File: src/hdl/tcu_pkg.sv
// Constants shared by the compare channel and its base timer.
// Assumes a single clock domain on clk_sys at 50 MHz.
package tcu_pkg;

  // Widths of the channel control register, the compare value and timer, and one register byte.
  localparam int CTRL_W  = 8;
  localparam int COUNT_W = 16;
  localparam int BYTE_W  = 8;

  // Position of the mode field inside the channel control register.
  localparam int MODE_LSB = 0;
  localparam int MODE_MSB = 3;

  // Mode field encodings.
  localparam logic [3:0] MODE_OFF     = 4'h0;
  localparam logic [3:0] MODE_TOGGLE  = 4'h2;
  localparam logic [3:0] MODE_SET     = 4'h8;
  localparam logic [3:0] MODE_CLEAR   = 4'h9;
  localparam logic [3:0] MODE_SW_EVT  = 4'hA;
  localparam logic [3:0] MODE_TRIGGER = 4'hB;

  // Reset values, the count maximum and the count step.
  localparam logic [CTRL_W-1:0]  CTRL_RST    = 8'h00;
  localparam logic [COUNT_W-1:0] COMPARE_RST = 16'h0000;
  localparam logic [COUNT_W-1:0] COUNT_RST   = 16'h0000;
  localparam logic [COUNT_W-1:0] COUNT_MAX   = 16'hFFFF;
  localparam logic [COUNT_W-1:0] COUNT_ONE   = 16'h0001;

  // One-hot states of the pending timer reset.
  typedef enum logic [1:0] {
    RST_IDLE  = 2'b01,
    RST_ARMED = 2'b10
  } tcu_rst_state_t;

  // True for the modes in which the channel drives the compare pin.
  function automatic logic tcu_is_pin_mode(input logic [3:0] mode);
    tcu_is_pin_mode = (mode == MODE_TOGGLE) || (mode == MODE_SET) || (mode == MODE_CLEAR);
  endfunction

endpackage

File: src/hdl/tcu_base_timer.sv
// Free-running 16-bit base timer with a sticky overflow flag.
// Assumes count_tick is a one-cycle pulse per rising edge of the timer clock.
`timescale 1ns/100ps
module tcu_base_timer
  import tcu_pkg::*;
(
  // Clock and reset.
  input  wire logic               clk_sys,
  input  wire logic               srst,
  // Counting control.
  input  wire logic               count_tick,
  input  wire logic               count_clear,
  input  wire logic               overflow_clr,
  // Timer state.
  output logic [COUNT_W-1:0]      count,
  output logic                    overflow_flag
);

  logic [COUNT_W-1:0] count_reg;
  logic [COUNT_W-1:0] count_next;
  logic               ovf_reg;
  logic               ovf_next;

  always_comb begin
    count_next = count_reg;
    ovf_next   = ovf_reg & ~overflow_clr;
    if (count_tick) begin
      if (count_clear) begin
        // A clear from the conversion trigger never raises the overflow flag.
        count_next = COUNT_RST;
      end else begin
        count_next = count_reg + COUNT_ONE;
        if (count_reg == COUNT_MAX) begin
          ovf_next = 1'b1;
        end
      end
    end
  end

  always_ff @(posedge clk_sys) begin
    if (srst) begin
      count_reg <= COUNT_RST;
      ovf_reg   <= 1'b0;
    end else begin
      count_reg <= count_next;
      ovf_reg   <= ovf_next;
    end
  end

  assign count         = count_reg;
  assign overflow_flag = ovf_reg;

endmodule // tcu_base_timer

File: src/hdl/tcu_compare.sv
// Compare channel of the timer compare unit, with its base timer.
// Assumes all inputs are synchronous to clk_sys and write strobes are one-cycle pulses.
//
// Notes on behaviour
// - Compare value and base timer count are compared every cycle; equality is a match.
// - A match acts per mode field: toggle, set, clear pin, trigger or software event.
// - Every compare mode sets the event flag in the same cycle as the action.
// - Writing zero to the control register forces the compare latch low.
// - Mode 1010 only raises the software event; the pin is left alone.
// - Mode 1011 resets the base timer and triggers a conversion; pin undriven.
// - Trigger is immediate; timer clears at the next base timer clock edge.
// - A timer clear from the trigger does not set the overflow flag.
// - If the match is gone before that edge, the pending timer clear is cancelled.
// - Compare needs the system clock and is halted during sleep.
`timescale 1ns/100ps
module tcu_compare
  import tcu_pkg::*;
(
  // Clock and reset.
  input  wire logic               clk_sys,
  input  wire logic               srst,
  // Register writes.
  input  wire logic [BYTE_W-1:0]  wr_data,
  input  wire logic               ctrl_wr,
  input  wire logic               compare_value_low_wr,
  input  wire logic               compare_value_high_wr,
  // Flag clears.
  input  wire logic               event_flag_clr,
  input  wire logic               overflow_flag_clr,
  // Surroundings.
  input  wire logic               base_timer_tick,
  input  wire logic               pin_direction_bit,
  input  wire logic               sleep_active,
  // Register contents.
  output logic [CTRL_W-1:0]       channel_control_register,
  output logic [BYTE_W-1:0]       compare_value_low,
  output logic [BYTE_W-1:0]       compare_value_high,
  output logic [BYTE_W-1:0]       base_timer_low,
  output logic [BYTE_W-1:0]       base_timer_high,
  // Flags.
  output logic                    channel_event_flag,
  output logic                    base_timer_overflow_flag,
  // Pin and trigger.
  output logic                    compare_pin_out,
  output logic                    compare_pin_oe,
  output logic                    conversion_trigger
);

  logic [CTRL_W-1:0]  ctrl_reg;
  logic [CTRL_W-1:0]  ctrl_next;
  logic [COUNT_W-1:0] cmp_reg;
  logic [COUNT_W-1:0] cmp_next;
  logic               latch_reg;
  logic               latch_next;
  logic               flag_reg;
  logic               flag_next;
  logic               trig_reg;
  logic               trig_next;
  logic               match_prev_reg;
  logic               match_prev_next;
  tcu_rst_state_t     rst_state_reg;
  tcu_rst_state_t     rst_state_next;

  logic [COUNT_W-1:0] count;
  logic [3:0]         mode;
  logic               match_now;
  logic               match_rise;
  logic               timer_clear;

  assign mode      = ctrl_reg[MODE_MSB:MODE_LSB];
  // Sleep stops the system clock on the real device; here it halts matching.
  assign match_now  = ~sleep_active & (cmp_reg == count);
  // Act once per arrival at the compare value, not on every cycle it is held.
  assign match_rise = match_now & ~match_prev_reg;

  // Register group: control, compare value, latch, flag and trigger.
  always_comb begin
    ctrl_next       = ctrl_reg;
    cmp_next        = cmp_reg;
    latch_next      = latch_reg;
    flag_next       = flag_reg & ~event_flag_clr;
    trig_next       = 1'b0;
    match_prev_next = match_now;
    if (compare_value_low_wr) begin
      cmp_next[BYTE_W-1:0] = wr_data;
    end
    if (compare_value_high_wr) begin
      cmp_next[COUNT_W-1:BYTE_W] = wr_data;
    end
    if (match_rise && mode != MODE_OFF) begin
      // The flag set wins over a clear in the same cycle.
      flag_next = 1'b1;
      case (mode)
        MODE_TOGGLE:  latch_next = ~latch_reg;
        MODE_SET:     latch_next = 1'b1;
        MODE_CLEAR:   latch_next = 1'b0;
        MODE_SW_EVT:  latch_next = latch_reg;
        MODE_TRIGGER: trig_next  = 1'b1;
        default:      latch_next = latch_reg;
      endcase
    end
    if (ctrl_wr) begin
      ctrl_next = wr_data;
      if (wr_data == CTRL_RST) begin
        latch_next = 1'b0;
      end
    end
  end

  always_ff @(posedge clk_sys) begin
    if (srst) begin
      ctrl_reg       <= CTRL_RST;
      cmp_reg        <= COMPARE_RST;
      latch_reg      <= 1'b0;
      flag_reg       <= 1'b0;
      trig_reg       <= 1'b0;
      match_prev_reg <= 1'b0;
    end else begin
      ctrl_reg       <= ctrl_next;
      cmp_reg        <= cmp_next;
      latch_reg      <= latch_next;
      flag_reg       <= flag_next;
      trig_reg       <= trig_next;
      match_prev_reg <= match_prev_next;
    end
  end

  // Pending timer reset group.
  always_comb begin
    rst_state_next = rst_state_reg;
    timer_clear    = 1'b0;
    case (rst_state_reg)
      RST_IDLE: begin
        if (match_rise && mode == MODE_TRIGGER) begin
          rst_state_next = RST_ARMED;
        end
      end
      RST_ARMED: begin
        if (base_timer_tick) begin
          // The clear happens only if the compare value still matches.
          // A fresh trigger on this very tick re-arms instead, so its clear waits for the next tick.
          timer_clear    = match_now & ~(match_rise & (mode == MODE_TRIGGER));
          rst_state_next = (match_rise && mode == MODE_TRIGGER) ? RST_ARMED : RST_IDLE;
        end
      end
      default: rst_state_next = RST_IDLE;
    endcase
  end

  always_ff @(posedge clk_sys) begin
    if (srst) begin
      rst_state_reg <= RST_IDLE;
    end else begin
      rst_state_reg <= rst_state_next;
    end
  end

  // The base timer advances on the tick supplied by its clock source.
  tcu_base_timer u_base_timer (
    .clk_sys       (clk_sys),
    .srst          (srst),
    .count_tick    (base_timer_tick),
    .count_clear   (timer_clear),
    .overflow_clr  (overflow_flag_clr),
    .count         (count),
    .overflow_flag (base_timer_overflow_flag)
  );

  assign channel_control_register = ctrl_reg;
  assign compare_value_low        = cmp_reg[BYTE_W-1:0];
  assign compare_value_high       = cmp_reg[COUNT_W-1:BYTE_W];
  assign base_timer_low           = count[BYTE_W-1:0];
  assign base_timer_high          = count[COUNT_W-1:BYTE_W];
  assign channel_event_flag       = flag_reg;
  assign conversion_trigger       = trig_reg;
  assign compare_pin_out          = latch_reg;
  // The pin is driven only in pin modes and only once software made it an output.
  assign compare_pin_oe           = tcu_is_pin_mode(mode) & ~pin_direction_bit;
endmodule // tcu_compare

File: config.mk
export PLATFORM = sky130hd
export DESIGN_NAME = tcu_compare
export DESIGN_NICKNAME = d
export VERILOG_FILES = /design/src/hdl/tcu_pkg.sv /design/src/hdl/tcu_base_timer.sv /design/src/hdl/tcu_compare.sv
export SDC_FILE = /design/constraint.sdc
export NUM_CORES = 1
export LEC_CHECK = 0
export BUFFER_PORTS_ARGS = -buffer_cell sky130_fd_sc_hd__buf_4
export CORE_UTILIZATION = 40
export DETAILED_ROUTE_END_ITERATION = 12
export GPL_TIMING_DRIVEN = 0
export HOLD_SLACK_MARGIN = 0.03
export PLACE_DENSITY = 0.7
export SYNTH_ARGS = -nofsm -noshare
export SYNTH_HDL_FRONTEND = slang
export SYNTH_SLANG_ARGS = --single-unit
File: constraint.sdc
create_clock -name clk_sys -period 1.8 [get_ports clk_sys]
set_input_delay 0.09 -clock clk_sys [delete_from_list [all_inputs] [get_ports clk_sys]]
set_output_delay 0.09 -clock clk_sys [all_outputs]
set_load 0.03 [all_outputs]
# Word-level counts from Yosys, hierarchy flattened
# Index checks and enable logic that the tools add are counted.
[classes] addsub=1 mul=0 div_mod_pow=0 order_cmp=0 n_eq_ne=10 shift=0 muxes=16 n_bitwise=15 reduce_logical=8
[op_table] cell="16-bit by 1-bit adder with 16-bit output (second input constant)" count=1
[op_table] cell="16-bit == test" count=1
[op_table] cell="16-bit == test (second input constant)" count=1
[op_table] cell="16-bit two-way mux" count=1
[op_table] cell="4-bit == test (second input constant)" count=3
[op_table] cell="1-bit two-way mux" count=10
[op_table] cell="8-bit zero test" count=1
[op_table] cell="1-bit inverter" count=8
[op_table] cell="1-bit bitwise AND" count=7
[op_table] cell="2-bit two-way mux" count=3
[op_table] cell="4-bit by 2-bit == test with 1-bit output (second input constant)" count=1
[op_table] cell="2-bit != test (second input constant)" count=2
[op_table] cell="2-bit case mux with 2 select lines" count=1
[op_table] cell="4-bit nonzero test" count=1
[op_table] cell="1-bit case mux with 3 select lines" count=1
[op_table] cell="2-bit by 1-bit == test with 1-bit output (second input constant)" count=1
[op_table] cell="2-bit == test (second input constant)" count=1
[op_table] cell="1-bit logical AND" count=2
[op_table] cell="1-bit logical OR" count=2
[op_table] cell="2-bit AND reduction" count=1
[op_table] cell="2-bit OR reduction" count=1
[totals] regBits=47 latch_bits=0 mem_bits_rw=0 romBits=0 output_inout_bits=45 elab_cells=60 mem_count=0

# Depth between registers and ports, before layout
# Gate-level depths: netlist of run 1.
[depth] word_depth=10 mapped_depth=8 depth_no_buf=7

# Cells and area by module
# A second synthesis of run 1 with hierarchy kept.
[unflattened] hier_cells=249 hier_area_um2=2260.9
[by_module_without_submodules] mod="tcu_compare" instances=1 cells_each=155 area_per_inst_um2=1416.4
[by_module_without_submodules] mod="tcu_base_timer" instances=1 cells_each=94 area_per_inst_um2=844.6

# Least setup slack after synthesis of run 1
# No wires, ideal clock.
[synth_path] path_kind="register to register" from="reg u_base_timer.count_reg[7] (netlist: u_base_timer.count[7])" to="reg rst_state_reg[0]" setup_time_ps=122 t_arrival_ps=1768 t_required_ps=1678 slack_ps=-90 stages_incl_launch_ff=6 path_buffers=0 synth_period_minus_slack_ps=1890 path_cell_list="dfxtp_1 > xnor2_1 > nand3_1 > nor4_4 > o2111ai_1 > a221o_1"
[synth_between] elab_chain_len=7 word_cells_on_any_way=9
[synth_rtl] item="from (decl)" line="tcu_base_timer.sv:19" source="logic [COUNT_W-1:0] count_reg;"
[synth_rtl] item="from (signal assigned)" line="tcu_base_timer.sv:45" source="count_reg <= count_next;"
[synth_rtl] item="16-bit == test *" line="tcu_compare.sv:72" source="assign match_now = ~sleep_active & (cmp_reg == count);"
[synth_rtl] item="1-bit bitwise AND *" line="tcu_compare.sv:72"
[synth_rtl] item="1-bit bitwise AND *" line="tcu_compare.sv:74" source="assign match_rise = match_now & ~match_prev_reg;"
[synth_rtl] item="1-bit logical AND *" line="tcu_compare.sv:134, tcu_compare.sv:143"
[synth_rtl] item="2-bit two-way mux" line="tcu_compare.sv:143" source="rst_state_next = (match_rise && mode == MODE_TRIGGER) ? RST_ARMED : RST_IDLE;"
[synth_rtl] item="2-bit two-way mux" line="tcu_compare.sv:139" source="if (base_timer_tick) begin"
[synth_rtl] item="2-bit case mux with 2 select lines" line="tcu_compare.sv:132" source="case (rst_state_reg)"
[synth_rtl] item="to (signal assigned)" line="tcu_compare.sv:154" source="rst_state_reg <= rst_state_next;"
[synth_rtl] item="to (decl)" line="tcu_compare.sv:61" source="tcu_rst_state_t rst_state_reg;"
# Mark *: on every way between the ends. The rest lies on a longest branch, timed or not. The select of a mux whose other input is x is not followed.
# A chain may end at the register's enable or synchronous reset.

# Worst setup path in the final report of run 1
# Ends and elaborated chain as after synthesis.

==> flow_summary.yaml, run 1 <==
synth:
  ys_warn_count: 0
  synth_cell_type_count: 38
  synth_nets: 255
  synthCells: 234
  ys_seq_area_frac: 0.4385
  netlist_area_mm2: 0.002146
  avgSynthCellArea_um2: 9.170
  synth_seq_cells: 47
floorplanning:
  initial_utilization: 0.4175
  die_h_um: 75.24
  chipWidth_um: 75.24
  io_pins: 63
  rows: 26
  dieArea_mm2: 0.005661
  coreArea_mm2: 0.005140
placed_design:
  dpl_cell_area_mm2: 0.002674
  hpwl_mm: 3.880
  io_buffers: 57
  gp_congestion: 0.7456
  placed_cells: 361
clock_tree:
  clk_latency_ns: 0.30
  clk_pin_slew_worst_paths_ns: 0.09
  cts_tree: "yes"
  cts-buffers-inserted: 5
  hold_buffers: 0
  cts.sinks: 47
  clockBufferDepth: 2
  cts_max_level: 2
  cts_root_buf: "clkbuf_8"
critical_path:
  timing.rr.end: "rst_state_reg[0]$_SDFFE_PP1P_"
  arrival_ns: 1.88
  rr_worst_depth: 5
  cp-start-kind: "flop"
  r2r_setup_slack_ns: 0.12
  r2r-start: "u_base_timer.count[7]$_SDFFE_PP0P_"
  crit_type: "reg -> reg"
  cp_data_required_time_ns: 2.00
  crit_path_max_fanout: 7
  endpoint_kind: "flop"
  crit_chain: "xnor2_1 -> nand3_1 -> nor4_4 -> o2111ai_1 -> a221o_1"
  cp_slowest_cell: "dfxtp_4"
  cpPeakStageDelay_ns: 0.38
timing:
  worst_pin_slew_ns: 0.6175
  slew_viol_final: 0
  fmax_ghz: 0.5946
  holdWs_ns: 0.04922
  fin_skew_ns: 0.005097
  fin_setup_tns_ns: 0
  rsz0062_at_grt: "false"
  period_share: 0.9344
  slew_headroom: 0.5883
  hold_viol: 0
  fin_crit_ns: 1.682
  setup_viol: 0
final_layout:
  design_area_mm2: 0.002804
  fillCellCount: 511
  final_cell_mix: "59 x buf_4, 49 x nor2_1, 37 x dfxtp_1"
  multiInputGateArea_mm2: 0.001141
  instances_no_fill: 371
  nNetsFinal: 321
  final_common_cell: "buf_4"
  seq_area_um2: 958.4
  area.growth.synth_to_final_pct: 30.67
  antenna_cells: 0
  drive_above_1_share: 0.2957
power:
  vdd_drop_max_mv: 0.3667
  p_leak_nw: 1.224
  p_total_w: 0.002106
  power.density_mw_per_mm2: 751.2
hold_path:
  hold_path.class: "in -> reg"
  holdPathStages: 3
  worstHoldEndpoint: "u_base_timer.overflow_flag$_SDFF_PP0_"
  hp-start: "overflow_flag_clr"
drt:
  drc: 0
  antenna_left: 0
  wl_per_cell_um: 14.26
  vias: 1878
  viasPerCell: 5.062
  wl_mm: 5.292
  drt_iter0_markers: 93
  first_pass_iters: 4
global_routing:
  antenna_found_initial: 0
  grtUsageTotal: 0.1934
  grt_max_degree: 15
  grt_pass1_wl_mm: 8.100
  first_global_vias: 1621
  grt_overflow: 0
flow_run:
  cap_violations: 0
run_status:
  outcome: "finished, final reports clean"
[routing by layer]
| metal | track usage | wire length (um) | share of wire | vias up |
|---|---|---|---|---|
| met1 | 0.2729 | 2585 | 0.49 | 879 |
| met3 | 0.04418 | 291 | 0.055 | 6 |
| met5 | 0 | 0 | 0 | - |
| li1 | - | - | - | 931 |
| met2 | 0.2953 | 2357 | 0.45 | 62 |
| met4 | 0.05761 | 57 | 0.011 | 0 |
[cells in the mapped netlist, drive strengths merged]
| library cell | n | share of area |
|---|---|---|
| o31ai | 1 | 0.0035 |
| dfxtp | 47 | 0.44 |
| nor2 | 51 | 0.090 |
| nand2 | 11 | 0.019 |
| nand4b | 1 | 0.0041 |
| a31oi | 1 | 0.0029 |
| or3b | 1 | 0.0041 |
| nor2b | 1 | 0.0029 |
| buf | 4 | 0.013 |
| nand4 | 11 | 0.032 |
| nand3b | 1 | 0.0035 |
| ha | 3 | 0.017 |
| a41oi | 1 | 0.0041 |
| clkbuf | 6 | 0.010 |
| nor3 | 5 | 0.012 |
| nor3b | 2 | 0.0070 |
| xnor2 | 19 | 0.078 |
| a21o | 1 | 0.0035 |
| inv | 8 | 0.014 |
| o2111ai | 1 | 0.0041 |
| a211oi | 1 | 0.0035 |
| o2111a | 1 | 0.0052 |
| a21oi | 1 | 0.0023 |
| nor4b | 1 | 0.0041 |
| o32ai | 1 | 0.0041 |
| nor4 | 3 | 0.016 |
| a31o | 2 | 0.0082 |
| xor2 | 11 | 0.045 |
| and3 | 1 | 0.0035 |
| a32oi | 1 | 0.0041 |
| o21ai | 1 | 0.0023 |
| mux2i | 24 | 0.11 |
| nand3 | 9 | 0.021 |
| a221o | 1 | 0.0047 |
[report_power, final]
| group | internal, W | switching [W] |
|---|---|---|
| logic | 0.000147 | 0.000207 |
| clock network | 0.000272 | 0.000360 |
| registers | 0.00107 | 0.0000460 |
[through the flow]
step                        util  worst slack, ns
final                     0.5455           0.1181
after global routing      0.5455          0.01886
after CTS                 0.5392          0.01990
after detailed placement  0.5202          -0.1031
after global placement    0.5202         -0.09904
after floorplan                -          0.01672
[critical path, delay by kind of cell, from the launching register on]
family / cells / cell delay, ns
AO/OA/AOI/OAI: 2 / 0.53
XOR/XNOR: 1 / 0.15
flip-flops: 1 / 0.38
AND/OR/NAND/NOR: 2 / 0.51
[cell families after synthesis]
logic type / after synthesis / synth area share
simple gates: 98 / 0.2192
flops: 47 / 0.4385
xor+xnor: 30 / 0.1224
mux: 24 / 0.1120
buf+inv: 18 / 0.03790
fa+ha+maj: 3 / 0.01749
compound gates: 14 / 0.05248
[layout make-up]
class	instances	area share
Clock inverter	2	0.004462
Buffer	10	0.02097
Timing Repair Buffer	59	0.1580
Multi-Input combinational cell	169	0.4070
Sequential cell	47	0.3418
Tap cell	70	0.03124
Inverter	8	0.01071
Clock buffer	6	0.02588
[how the worst max path moves through the flow]
stage                                                   start                                   to  slack, ns  cells past startpoint
after global placement    u_base_timer.count[11]$_SDFFE_PP0P_  u_base_timer.count[15]$_SDFFE_PP0P_       -0.1                      7
after global routing       u_base_timer.count[7]$_SDFFE_PP0P_        rst_state_reg[0]$_SDFFE_PP1P_       0.02                      5
after detailed placement   u_base_timer.count[7]$_SDFFE_PP0P_   u_base_timer.count[7]$_SDFFE_PP0P_      -0.10                      7
after CTS                  u_base_timer.count[2]$_SDFFE_PP0P_   u_base_timer.count[9]$_SDFFE_PP0P_       0.02                      5
final                      u_base_timer.count[7]$_SDFFE_PP0P_        rst_state_reg[0]$_SDFFE_PP1P_       0.12                      5
after floorplan            u_base_timer.count[6]$_SDFFE_PP0P_        rst_state_reg[0]$_SDFFE_PP1P_       0.02                      4
[what timing repair did]
item / 4_1_cts / 5_1_grt
pin swaps: 1 / 4
cloned: 0 / 0
buffers inserted: 1 / 1
endpoints found under the setup margin: 14 / 13
gates resized for setup: 1 / 7
Power figures use the tool's default switching activity.
==> run 2, diff against run 1 <==
CELL_PAD_IN_SITES_DETAIL_PLACEMENT = 0   (was default)
CELL_PAD_IN_SITES_GLOBAL_PLACEMENT = 1   (was default)
CORE_UTILIZATION = 34   (was 40)
GPL_ROUTABILITY_DRIVEN = 0   (was default)
PLACE_DENSITY = 0.78   (was 0.7)
==> run 2 against run 1 <==
Via count down 0.16%. Clock skew down 0.0011 ns. Sequential power about the same. Flip-flop and latch count unchanged. Combinational power about the same. Sequential share of layout area down 0.39 points. Non-clock buffer count unchanged. Fmax down 2.0%. Clock power up 23%. Die area up 17%. Count of clock-buffer cells in the layout down 1. Worst setup slack worse by 0.034 ns. Largest cell class unchanged.
==> flow_summary.yaml, run 2 (synthesized netlist as in run 1, its figures left out) <==
run_status:
  outcome: "finished, final reports clean"
floorplanning:
  rows: 28
  dieArea_mm2: 0.006633
  chipWidth_um: 81.45
  initial_utilization: 0.3582
  coreArea_mm2: 0.005991
  io_pins: 63
  die_h_um: 81.45
global_routing:
  grt_overflow: 0
  first_global_vias: 1733
  grtUsageTotal: 0.1808
  grt_use_met2: 0.2767
  grt_pass1_wl_mm: 8.935
  use_met1: 0.2509
  gr-usage-met3: 0.03556
  top_usage_layer: "met2"
  grt_max_degree: 16
  antenna_found_initial: 0
power:
  p_leak_nw: 1.256
  vdd_drop_max_mv: 0.4027
  power.density_mw_per_mm2: 793.1
  p_total_w: 0.002250
timing:
  holdWs_ns: 0.05103
  worst_pin_slew_ns: 0.6211
  hold_viol: 0
  slew_viol_final: 0
  fin_crit_ns: 1.716
  rsz0062_at_grt: "false"
  period_share: 0.9535
  fmax_ghz: 0.5826
  setup_viol: 0
  fin_skew_ns: 0.003970
  slew_headroom: 0.5859
critical_path:
  endpoint_kind: "flop"
  cp_data_required_time_ns: 2.00
  crit_path_max_fanout: 10
  cp-startpoint: "u_base_timer.count[7]$_SDFFE_PP0P_"
  cp-start-kind: "flop"
  arrival_ns: 1.91
  r2r-start: "u_base_timer.count[7]$_SDFFE_PP0P_"
  crit_type: "reg -> reg"
final_layout:
  fillCellCount: 622
  nNetsFinal: 321
  area.growth.synth_to_final_pct: 32.19
  final_common_cell: "buf_4"
  drive_above_1_share: 0.3056
  final_cell_mix: "60 x buf_4, 49 x nor2_1, 35 x dfxtp_1"
  antenna_cells: 0
clock_tree:
  cts_max_level: 2
  cts.sinks: 47
  cts_root_buf: "clkbuf_8"
  clockBufferDepth: 2
  cts_tree: "yes"
  cts-buffers-inserted: 5
  clk_latency_ns: 0.30
  clk_pin_slew_worst_paths_ns: 0.09
drt:
  antenna_left: 0
  wl_per_cell_um: 14.57
  first_pass_iters: 4
  vias: 1875
  viasPerCell: 4.987
  wl_mm: 5.477
  drt_iter0_markers: 83
  drc: 0
hold_path:
  hp-start: "wr_data[7]"
  hold_path.class: "in -> reg"
flow_run:
  cap_violations: 0
placed_design:
  hpwl_mm: 4.104
  io_buffers: 57
-- run 2: changes by cell type in the layout (fill, tap and decap cells not counted), sizes merged --
cell | previous run | this run
clkinv | 1 | 2
bufinv | 0 | 1
clkinvlp | 1 | 0
clkbuf | 12 | 11
-- run 2: repair_timing --
action,4_1_cts,5_1_grt
pin swaps,2,2
buffers inserted,1,1
gates resized for setup,2,6
endpoints found under the setup margin,18,14
gates cloned,0,0
hold buffers,0,0
-- run 2: layer usage --
metal | wire length, um | vias to the layer above
li1 | - | 930
met1 | 2573 | 888
met2 | 2567 | 55
met3 | 307 | 2
met4 | 29 | 0
met5 | 0 | -
-- run 2: worst paths after layout --
path         slack, ns                                        to  depth (start not counted)
max               0.08       u_base_timer.count[15]$_SDFFE_PP0P_                          7
min               0.05                   cmp_reg[7]$_SDFFE_PP0P_                          3
max reg2reg       0.08       u_base_timer.count[15]$_SDFFE_PP0P_                          7
min reg2reg       0.50  channel_control_register[5]$_SDFFE_PP0P_                          2
-- run 2: through the flow --
step	setup WS (ns)	instance area [um2]	util	instances	TNS, ns
floorplan	0.01672	2158	-	234	0
global placement	-0.1138	2680	0.4474	366	-1.220
detailed placement	-0.1261	2680	0.4474	366	-1.294
CTS	0.003706	2810	0.4691	375	0
global route	0.003839	2836	0.4735	376	0
finish	0.08364	2836	0.4735	376	0
-- run 2: report_power, final --
group | internal [W] | leakage [nW] | switching [W] | total, W
Clock | 0.000414 | 0.0581 | 0.000361 | 0.000775
Combinational | 0.000145 | 0.808 | 0.000208 | 0.000353
Sequential | 0.00108 | 0.390 | 0.0000458 | 0.00112
Total | 0.00163 | 1.26 | 0.000615 | 0.00225
-- run 2: layout make-up --
| type | count | area [um2] | share of cell area |
|---|---|---|---|
| Multi-Input combinational cell | 169 | 1147 | 0.4045 |
| Sequential cell | 47 | 958.4 | 0.3379 |
| Timing Repair Buffer | 59 | 442.9 | 0.1562 |
| Tap cell | 75 | 93.84 | 0.03308 |
| Clock buffer | 5 | 68.82 | 0.02426 |
| Buffer | 10 | 51.30 | 0.01809 |
| Clock inverter | 3 | 43.79 | 0.01544 |
| Inverter | 8 | 30.03 | 0.01059 |
-- run 2: worst max-delay path, cell delays in order (launching register included) --
cell and delay (ns):
dfxtp_2 0.41, xnor2_1 0.13, nand3_1 0.15, nor4_4 0.35, a31o_2 0.21, buf_4 0.16, buf_6 0.15, nor2_1 0.05
==> run 3, diff against run 2 <==
--- a/config.mk
+++ b/config.mk
@@ -10,3 +10,3 @@
 export CELL_PAD_IN_SITES_GLOBAL_PLACEMENT = 1
-export CORE_UTILIZATION = 34
+export CORE_UTILIZATION = 28
 export DETAILED_ROUTE_END_ITERATION = 12
@@ -15,3 +15,3 @@
 export HOLD_SLACK_MARGIN = 0.03
-export PLACE_DENSITY = 0.78
+export PLACE_DENSITY = 0.67
 export SYNTH_ARGS = -nofsm -noshare
==> constraint.sdc (replaced) <==
create_clock -name clk_sys -period 1.8 [get_ports clk_sys]
set_input_delay 0.27 -clock clk_sys [delete_from_list [all_inputs] [get_ports clk_sys]]
set_output_delay 0.27 -clock clk_sys [all_outputs]
set_load 0.03 [all_outputs]
==> run 3 against run 2 <==
Sequential power about the same. Utilization is 8.7 points lower. Routed wire length is 4.7% higher. Final area stayed put. First-iteration DRC count decreased by 40%. Cell count rose by 6.4%. Worst hold slack improved by 0.19 ns. Critical path depth is the same. Critical path type unchanged. Clock skew is 0.0046 ns higher. Critical endpoint unchanged. Flip-flop and latch count stayed put.
==> flow_summary.yaml, run 3 (synthesized netlist as in run 1, its figures left out) <==
run_status:
  outcome: "finished, final reports clean"
global_routing:
  grt_overflow: 0
  antenna_found_initial: 0
  grtUsageTotal: 0.1488
  grt_pass1_wl_mm: 8.887
  grt_max_degree: 16
  first_global_vias: 1668
timing:
  worst_pin_slew_ns: 0.5942
  slew_viol_final: 0
  hold_viol: 0
  slew_headroom: 0.6038
  fmax_ghz: 0.5948
  rsz0062_at_grt: "false"
  holdWs_ns: 0.2431
  setup_viol: 0
  period_share: 0.9340
  fin_ws_ns: 0.1188
  fin_skew_ns: 0.008549
  fin_crit_ns: 1.681
drt:
  wl_mm: 5.737
  antenna_left: 0
  drc: 0
  vias: 1868
  drt_iter0_markers: 50
  first_pass_iters: 4
  viasPerCell: 4.670
  wl_per_cell_um: 14.34
power:
  p_sw_frac: 0.2951
  power.switching_w: 0.0006261
  p_leak_nw: 1.230
  combPwrFrac: 0.167
  power.density_mw_per_mm2: 747.9
  p_int_w: 0.001495
  vdd_drop_max_mv: 0.3504
  seq_power_share: 0.528
  p_clk_frac: 0.305
placed_design:
  placed_cells: 390
  dpl_cell_area_mm2: 0.002710
  io_buffers: 57
  hpwl_mm: 4.266
  pre_cts_slack_ns: -0.1369
floorplanning:
  dieArea_mm2: 0.008017
  coreArea_mm2: 0.007331
  io_pins: 63
  initial_utilization: 0.2927
  rows: 31
  chipWidth_um: 89.54
  die_h_um: 89.54
hold_path:
  holdPathStages: 3
  hold_path.class: "in -> reg"
clock_tree:
  cts_root_buf: "clkbuf_8"
  cts_max_level: 2
  cts.sinks: 47
  hold_buffers: 0
  clockBufferDepth: 2
  cts_tree: "yes"
  clk_latency_ns: 0.30
  clk_pin_slew_worst_paths_ns: 0.09
  cts-buffers-inserted: 5
final_layout:
  fin_util: 0.3869
  antenna_cells: 0
  area.growth.synth_to_final_pct: 32.19
  drive_above_1_share: 0.3090
  instances_no_fill: 400
  design_area_mm2: 0.002836
  final_cell_mix: "60 x buf_4, 49 x nor2_1, 34 x dfxtp_1"
  nNetsFinal: 321
  final_common_cell: "buf_4"
critical_path:
  cp_slowest_cell: "dfxtp_2"
  crit_chain: "xnor2_1 -> nand3_1 -> nor4_4 -> a31o_2 -> buf_4 -> buf_6 -> nor2_1"
  crit_type: "reg -> reg"
  cp_data_required_time_ns: 2.00
  cp-start-kind: "flop"
  arrival_ns: 1.88
  crit_path_max_fanout: 10
  endpoint_kind: "flop"
  cpPeakStageDelay_ns: 0.41
  rr_worst_depth: 7
flow_run:
  cap_violations: 0
run 3: changes by cell type in the layout (fill, tap and decap cells not counted), sizes merged:
| cell | change |
|---|---|
| bufinv | -1 |
| inv | +1 |
run 3: metal layers:
layer	vias to the layer above	global-route usage	share of wire
li1	931	-	-
met1	891	0.2076	0.50
met2	44	0.2293	0.45
met3	2	0.03786	0.046
met4	0	0.03463	0.0052
met5	-	0	0
run 3: final timing paths:
path | start | endpoint | slack [ns]
setup reg to reg | u_base_timer.count[7]$_SDFFE_PP0P_ | u_base_timer.count[15]$_SDFFE_PP0P_ | 0.12
setup / recovery | u_base_timer.count[7]$_SDFFE_PP0P_ | u_base_timer.count[15]$_SDFFE_PP0P_ | 0.12
hold / removal | overflow_flag_clr | u_base_timer.overflow_flag$_SDFF_PP0_ | 0.24
hold reg to reg | channel_control_register[7]$_SDFFE_PP0P_ | channel_control_register[7]$_SDFFE_PP0P_ | 0.50
run 3: through the flow:
stage,total power [W],TNS (ns)
floorplan,0.001355,0
global placement,0.001492,-1.610
detailed placement,0.001492,-1.499
CTS,0.002144,0
global route,0.002218,0
finish,0.002121,0
run 3: layout make-up:
class                           instances  area, um2
Timing Repair Buffer                   59      442.9
Clock buffer                            5      68.82
Multi-Input combinational cell        169       1141
Sequential cell                        47      959.7
Clock inverter                          3      18.77
Tap cell                               99      123.9
Fill cell                             767       4494
Buffer                                 10      51.30
Inverter                                8      30.03
run 3: power by group through the flow:
stage / registers, W / logic, W / clock network (W)
floorplan: 0.00120 / 0.000150 / 0
global placement: 0.00115 / 0.000343 / 0
detailed placement: 0.00115 / 0.000345 / 0
CTS: 0.00112 / 0.000352 / 0.000669
global route: 0.00113 / 0.000383 / 0.000709
finish: 0.00112 / 0.000354 / 0.000647
run 3: repair_timing:
item                                   CTS  global route
resized for setup                        4             4
buffers inserted                         1             1
pin swaps                                1             2
endpoints found under the hold margin    0             0
setup endpoints to repair               18            13
run 3: critical path: cells and delay by family, from the launching register on:
| kind | cells | cell delay, ns |
|---|---|---|
| buffers and inverters | 2 | 0.30 |
| xor gates and xnor gates | 1 | 0.13 |
| AOI/OAI and AO/OA | 1 | 0.20 |
| DFF | 1 | 0.41 |
| and+or+nand+nor | 3 | 0.52 |
